--- src/cvl_pkg.sv ---
// Overview of operation
// RL1: Both registers reachable only in configuration state with index loaded.
// RL2: Power-on reset loads the validity register with 0x20.
// RL3: Validity bits 3 to 6 read 0,0,1,0 whatever is written.
// RL4: Software sets the validity flag itself; hardware just stores it.
// RL5: The validity flag drives no other hardware function.
// RL6: Power-on reset loads power/mode/lock register with 0x9C.
// RL7: Hard reset forces the lock bit to one, other bits kept.
// RL8: Power bit one keeps parallel port powered, zero puts it low-power.
// RL9: Mode bit one selects printer mode, zero defers to extended mode field.
// RL10: Lock bit one permits access to configuration registers 00 through 39.
// RL11: Lock bit zero blocks reads and writes of registers 00 through 39.
// RL12: Software cannot set a cleared lock bit; only resets restore it.
// RL13: Cleared power bit disables the logical device and its pins.
// RL14: Power-down leaves the host address decode of the device active.
// RL15: Address decode disabled only when base address programmed below 100h.
// RL16: Powered-down device at valid base keeps plug-and-play range checking.
// RL17: Extended mode field 00 selects standard and bidirectional modes.
// RL18: While locked, writes are dropped, reads return zero, state unchanged.
package cvl_pkg;

    // Bus widths
    localparam int IDX_W  = 8;
    localparam int DATA_W = 8;
    localparam int BASE_W = 16;
    localparam int EXT_W  = 2;

    // Register indices
    localparam logic [IDX_W-1:0] IDX_VALID = 8'h00;
    localparam logic [IDX_W-1:0] IDX_PPML  = 8'h01;
    localparam logic [IDX_W-1:0] IDX_LAST  = 8'h39;

    // Power-on values
    localparam logic [DATA_W-1:0] VALID_POR = 8'h20;
    localparam logic [DATA_W-1:0] PPML_POR  = 8'h9C;

    // Read masks: stored bits and bits that read as constant ones
    localparam logic [DATA_W-1:0] VALID_RW_MASK = 8'h80;
    localparam logic [DATA_W-1:0] VALID_FIXED   = 8'h20;
    localparam logic [DATA_W-1:0] PPML_RW_MASK  = 8'h8C;
    localparam logic [DATA_W-1:0] PPML_FIXED    = 8'h10;

    // Field positions
    localparam int VALID_BIT   = 7;
    localparam int POWER_BIT   = 2;
    localparam int PRINTER_BIT = 3;
    localparam int LOCK_BIT    = 7;

    // Extended mode code for standard and bidirectional operation
    localparam logic [EXT_W-1:0] EXT_STD = 2'h0;

    // Lowest base address that keeps host decode alive
    localparam logic [BASE_W-1:0] MIN_DECODE_BASE = 16'h0100;

    // Zero word for blocked reads
    localparam logic [DATA_W-1:0] DATA_ZERO = 8'h00;

endpackage

--- src/cvl_regs.sv ---
// The implementer's own choice: the strobed register port.
`timescale 1ns/1ps
module cvl_regs (
    input  wire logic                           mclk,
    input  wire logic                           rst,
    input  wire logic                           ce,
    input  wire logic                           hard_rst_pin,
    input  wire logic                           cfg_mode,
    input  wire logic [cvl_pkg::IDX_W-1:0]      cfg_index,
    input  wire logic [cvl_pkg::DATA_W-1:0]     wdata,
    input  wire logic                           wr_stb,
    input  wire logic                           rd_stb,
    input  wire logic [cvl_pkg::EXT_W-1:0]      misc_ext_mode,
    input  wire logic [cvl_pkg::BASE_W-1:0]     pport_base_addr,
    output logic [cvl_pkg::DATA_W-1:0]          rdata_ff,
    output logic                                rd_valid_ff,
    output logic                                cfg_unlocked_ff,
    output logic                                ext_wr_en_ff,
    output logic                                ext_rd_en_ff,
    output logic [cvl_pkg::IDX_W-1:0]           ext_index_ff,
    output logic [cvl_pkg::DATA_W-1:0]          ext_wdata_ff,
    output logic                                pport_power_ff,
    output logic                                pport_pins_en_ff,
    output logic                                pport_printer_ff,
    output logic [cvl_pkg::EXT_W-1:0]           pport_ext_mode_ff,
    output logic                                pport_decode_en_ff,
    output logic                                pport_pnp_check_ff
);
    import cvl_pkg::*;

    ////////////////////////////////////////////////////////////////////////////
    // Declarations

    logic               hrst_meta_ff;
    logic               hrst_sync_ff;
    logic               valid_bit_ff;
    logic               power_bit_ff;
    logic               printer_bit_ff;
    logic               lock_bit_ff;
    logic               open_acc;
    logic               wr_hit;
    logic               rd_hit;
    logic               wr_valid;
    logic               wr_ppml;
    logic               nxt_lock;
    logic [DATA_W-1:0]  nxt_rdata;

    ////////////////////////////////////////////////////////////////////////////
    // Functions

    // Gate shared by the read and write paths
    function automatic logic cfg_open(input logic             in_cfg,
                                      input logic             unlocked,
                                      input logic [IDX_W-1:0] idx);
        cfg_open = in_cfg && unlocked && (idx <= IDX_LAST); // RL1
    endfunction

    // Image of a register: stored bits masked in, fixed bits forced
    function automatic logic [DATA_W-1:0] reg_image(input logic [DATA_W-1:0] stored,
                                                    input logic [DATA_W-1:0] rw_mask,
                                                    input logic [DATA_W-1:0] fixed);
        reg_image = (stored & rw_mask) | fixed;
    endfunction

    ////////////////////////////////////////////////////////////////////////////
    // Hard reset pin synchroniser

    // Pin is asynchronous to mclk, so two flops before any use
    always_ff @(posedge mclk or posedge rst) begin
        if (rst) begin
            hrst_meta_ff <= 1'b0;
            hrst_sync_ff <= 1'b0;
        end else if (ce) begin
            hrst_meta_ff <= hard_rst_pin;
            hrst_sync_ff <= hrst_meta_ff;
        end
    end

    ////////////////////////////////////////////////////////////////////////////
    // Access decode

    // Only a full index match with the lock open reaches storage
    always_comb begin
        open_acc = cfg_open(cfg_mode, lock_bit_ff, cfg_index);
        wr_hit   = wr_stb && open_acc;   // RL10
        rd_hit   = rd_stb && open_acc;   // RL10
        wr_valid = wr_hit && (cfg_index == IDX_VALID); // RL1
        wr_ppml  = wr_hit && (cfg_index == IDX_PPML);  // RL1
    end

    ////////////////////////////////////////////////////////////////////////////
    // Validity flag

    // Plain storage bit; only the read path reads it
    always_ff @(posedge mclk or posedge rst) begin
        if (rst) begin
            valid_bit_ff <= VALID_POR[VALID_BIT]; // RL2
        end else if (ce && wr_valid) begin
            valid_bit_ff <= wdata[VALID_BIT]; // RL4 RL5
        end
    end

    ////////////////////////////////////////////////////////////////////////////
    // Power and mode bits

    // Hard reset leaves these alone; only the lock reacts to it
    always_ff @(posedge mclk or posedge rst) begin
        if (rst) begin
            power_bit_ff   <= PPML_POR[POWER_BIT];   // RL6
            printer_bit_ff <= PPML_POR[PRINTER_BIT]; // RL6
        end else if (ce && wr_ppml) begin
            power_bit_ff   <= wdata[POWER_BIT];      // RL8
            printer_bit_ff <= wdata[PRINTER_BIT];    // RL9
        end
    end

    ////////////////////////////////////////////////////////////////////////////
    // Lock bit

    // Software may only clear; a write of one cannot revive it
    always_comb begin
        nxt_lock = lock_bit_ff;
        if (hrst_sync_ff) begin
            nxt_lock = 1'b1; // RL7
        end else if (wr_ppml) begin
            nxt_lock = lock_bit_ff & wdata[LOCK_BIT]; // RL12
        end
    end

    always_ff @(posedge mclk or posedge rst) begin
        if (rst) begin
            lock_bit_ff <= PPML_POR[LOCK_BIT]; // RL6
        end else if (ce) begin
            lock_bit_ff <= nxt_lock;
        end
    end

    ////////////////////////////////////////////////////////////////////////////
    // Read path

    // Blocked or foreign indices read zero here; the other bank answers its own
    always_comb begin
        nxt_rdata = DATA_ZERO; // RL11 RL18
        if (rd_hit) begin
            if (cfg_index == IDX_VALID) begin
                nxt_rdata = reg_image({valid_bit_ff, 7'h00}, VALID_RW_MASK, VALID_FIXED); // RL3
            end else if (cfg_index == IDX_PPML) begin
                nxt_rdata = reg_image({lock_bit_ff, 3'h0, printer_bit_ff, power_bit_ff, 2'h0},
                                      PPML_RW_MASK, PPML_FIXED);
            end
        end
    end

    // Data stand one cycle only, then fall back to zero
    always_ff @(posedge mclk or posedge rst) begin
        if (rst) begin
            rdata_ff    <= DATA_ZERO;
            rd_valid_ff <= 1'b0;
        end else if (ce) begin
            rdata_ff    <= nxt_rdata;
            rd_valid_ff <= rd_stb;
        end
    end

    ////////////////////////////////////////////////////////////////////////////
    // Grants to the rest of the configuration bank

    // Other registers up to index 39 see strobes only while unlocked
    always_ff @(posedge mclk or posedge rst) begin
        if (rst) begin
            ext_wr_en_ff    <= 1'b0;
            ext_rd_en_ff    <= 1'b0;
            ext_index_ff    <= IDX_VALID;
            ext_wdata_ff    <= DATA_ZERO;
            cfg_unlocked_ff <= PPML_POR[LOCK_BIT];
        end else if (ce) begin
            ext_wr_en_ff    <= wr_hit && (cfg_index > IDX_PPML); // RL10 RL11
            ext_rd_en_ff    <= rd_hit && (cfg_index > IDX_PPML); // RL10 RL11
            ext_index_ff    <= cfg_index;
            ext_wdata_ff    <= wdata;
            cfg_unlocked_ff <= nxt_lock;
        end
    end

    ////////////////////////////////////////////////////////////////////////////
    // Parallel port controls

    // Power gates the pins but never the address decode
    always_ff @(posedge mclk or posedge rst) begin
        if (rst) begin
            pport_power_ff     <= PPML_POR[POWER_BIT];
            pport_pins_en_ff   <= PPML_POR[POWER_BIT];
            pport_printer_ff   <= PPML_POR[PRINTER_BIT];
            pport_ext_mode_ff  <= EXT_STD;
            pport_decode_en_ff <= 1'b0;
            pport_pnp_check_ff <= 1'b0;
        end else if (ce) begin
            pport_power_ff     <= power_bit_ff;   // RL8
            pport_pins_en_ff   <= power_bit_ff;   // RL13
            pport_printer_ff   <= printer_bit_ff; // RL9
            pport_ext_mode_ff  <= printer_bit_ff ? EXT_STD : misc_ext_mode; // RL9 RL17
            pport_decode_en_ff <= (pport_base_addr >= MIN_DECODE_BASE);     // RL14 RL15
            pport_pnp_check_ff <= (pport_base_addr >= MIN_DECODE_BASE);     // RL16
        end
    end
endmodule

--- config.mk ---
export PLATFORM = sky130hd
export DESIGN_NAME = cvl_regs
export DESIGN_NICKNAME = d
export VERILOG_FILES = /design/src/cvl_pkg.sv /design/src/cvl_regs.sv
export SDC_FILE = /design/constraint.sdc
export NUM_CORES = 1
export LEC_CHECK = 0
export ABC_AREA = 1
export BUFFER_PORTS_ARGS = -buffer_cell sky130_fd_sc_hd__buf_2
export CORE_UTILIZATION = 41
export DETAILED_ROUTE_END_ITERATION = 8
export PLACE_DENSITY = 0.75
export SKIP_LAST_GASP = 1
export SYNTH_ARGS = -nofsm -noshare
export SYNTH_HDL_FRONTEND = slang
export SYNTH_SLANG_ARGS = --single-unit
--- constraint.sdc ---
create_clock -name mclk -period 1.08 [get_ports mclk]
set_input_delay 0 -clock mclk [delete_from_list [all_inputs] [get_ports mclk]]
set_output_delay 0 -clock mclk [all_outputs]
set_load 0.05 [all_outputs]
==> qor.yml <==
outcome: "complete, but fails checks"
failed_checks: "negative setup slack"
post-route-period-util_pct: 110
syn_area_um2: 1600
fin_util_pct: 63.5
maxSlewViolCount: 0
synth-seq-cells: 35
drive_above_1_share_pct: 37.6
grt_pass1_vias: 1482
worst_slack_ns: -0.104
yosys_warnings: 0
grt_first_pass_wirelength_um: 6490
die_h_um: 64.4
drt_iter0_drc: 31
cp_max_fo: 5
grt_use_total_pct: 20.7
post-route-min-period_ns: 1.18
drc: 0
startpoint_type: "register"
initial_core_util_pct: 43.3
cts-root-buf: "clkbuf_8"
layout_commonest_cell: "nand2_1"
clk_path_buf_depth: 2
clock_latency_ns: 0.28
wl_um: 3690
crit_arrival_ns: 1.40
grt.overflow.total: 0
cp.required_ns: 1.30
layout_common_cells: "70 x nand2_1, 60 x buf_2, 30 x dfrtp_1"
vias_per_cell: 4.62
post-dp-hpwl_um: 2480
timing.hold.ws_ns: 0.0143
leakage_nw: 1.23
min_path_type: "in2reg"
avgSynthCellArea_um2: 8.58
vias: 1511
rsz0062_at_grt: "true"
cts.clk_slew.worst_paths_ns: 0.07
seq_area_frac_synth_pct: 55.3
power_density_nw_per_um2: 1340
dr.pass1.iters: 4
peakVddDrop_mv: 0.960
wl_per_cell_um: 11.3
fin_nets: 319
h-tree-depth: 2
syn_inst: 186
synthDistinctLibCells: 24
diodes: 0
setup_viol: 12
place_congestion: 0.818
port_buffers: 64
cts_tree: "done"
cts_buffers: 5
antenna_found_initial: 0
drv_cap: 0
final_antenna_net_count: 0
fin_skew_ns: 0.00289
worstSetupPathType: "reg2reg"
fmax_ghz: 0.844
ioPinCount: 76
syn2layout_area_growth_pct: 46.7
grt_max_degree: 36
finalHoldViolCount: 0
dieWidth_um: 64.4
fp-row-count: 22
fp.coreArea_um2: 3690
clock_sinks: 35
cp-end-kind: "register"
dieArea_um2: 4150
## Yosys cell counts (all sizes together)
cell type,instances,area [um^2]
a31oi,1,6.26
dfrtp,30,751
nor3,2,15.0
nor2,18,100
buf,10,67.6
inv,13,48.8
nand4,2,12.5
a22o,2,17.5
conb,1,3.75
o21ai,13,72.6
nand2,75,292
clkbuf,2,7.51
dfstp,5,131
nor4,1,6.26
nand3,11,65.1
## layout make-up
class                      count  area (um^2)
fill                         327         1350
clock buffer                   8          100
tap                           48         60.1
multi-input combinational    128          611
timing repair buffer          95          641
sequential                    35          882
inverter                      13         48.8
## timing repair
action | in CTS | in global routing
pin swaps | 2 | 0
setup buffers | 1 | 0
setup endpoints to repair | 14 | 12
hold endpoints to repair | 55 | 0
resized for setup | 9 | 0
hold buffers | 23 | 0
## state kept, by name, summed over array words and instances (netlist names)
signal and cells:
cfg_unlocked_ff 1, ext_wr_en_ff 1, pport_decode_en_ff 1, power_bit_ff 1, valid_bit_ff 1, ext_rd_en_ff 1
pport_printer_ff 1, hrst_sync_ff 1, hrst_meta_ff 1, pport_ext_mode_ff 2, pport_pins_en_ff 1, ext_wdata_ff 8
rdata_ff 5, ext_index_ff 8, rd_valid_ff 1, printer_bit_ff 1
## power by group
group	internal [mW]	switching (mW)
Combinational	0.215	0.475
Sequential	1.39	0.0374
Clock	0.581	0.439
Total	2.19	0.952
## logic make-up after synthesis
kind of cell,Yosys count,share of synthesized area (%)
flops,35,55.3
buf+inv,25,7.76
compound gates,16,6.03
other cells,1,0.235
simple gates,109,30.7
## critical path: stages, from the launching register on
cell and delay, ns:
dfstp_2 0.55, nand2_2 0.07, nor2_4 0.10, nand2_2 0.08, nor2_4 0.13, nand2_2 0.08
o21ai_2 0.10
## worst paths after layout
path	cells past startpoint	slack [ns]	endpoint	start
min reg2reg	2	0.47	printer_bit_ff	printer_bit_ff
min in group asynchronous	4	0.30	ext_index_ff[3]	rst
min	3	0.01	pport_decode_en_ff	pport_base_addr[8]
max	6	-0.10	rdata_ff[4]	cfg_unlocked_ff
max in group asynchronous	4	0.53	pport_printer_ff	rst
max reg2reg	6	-0.10	rdata_ff[4]	cfg_unlocked_ff
## metrics by stage
stage	power, mW	cells	setup slack, ns	setup TNS [ns]	cell area (um^2)
after floorplan	1.89	188	-0.277	-2.67	1600
after global placement	2.06	295	-0.0781	-0.542	1970
after detailed placement	2.07	295	-0.140	-0.967	1970
after CTS	3.17	327	-0.101	-0.877	2340
after global routing	3.31	327	-0.201	-1.98	2340
final	3.14	327	-0.104	-0.947	2340
## routing by layer
layer,wire (um),global-route usage (%)
met4,51,5.83
met2,1800,35.9
met5,0,0
met3,224,6.43
met1,1610,24.5
No activity file was read; power rests on OpenSTA's default activity.
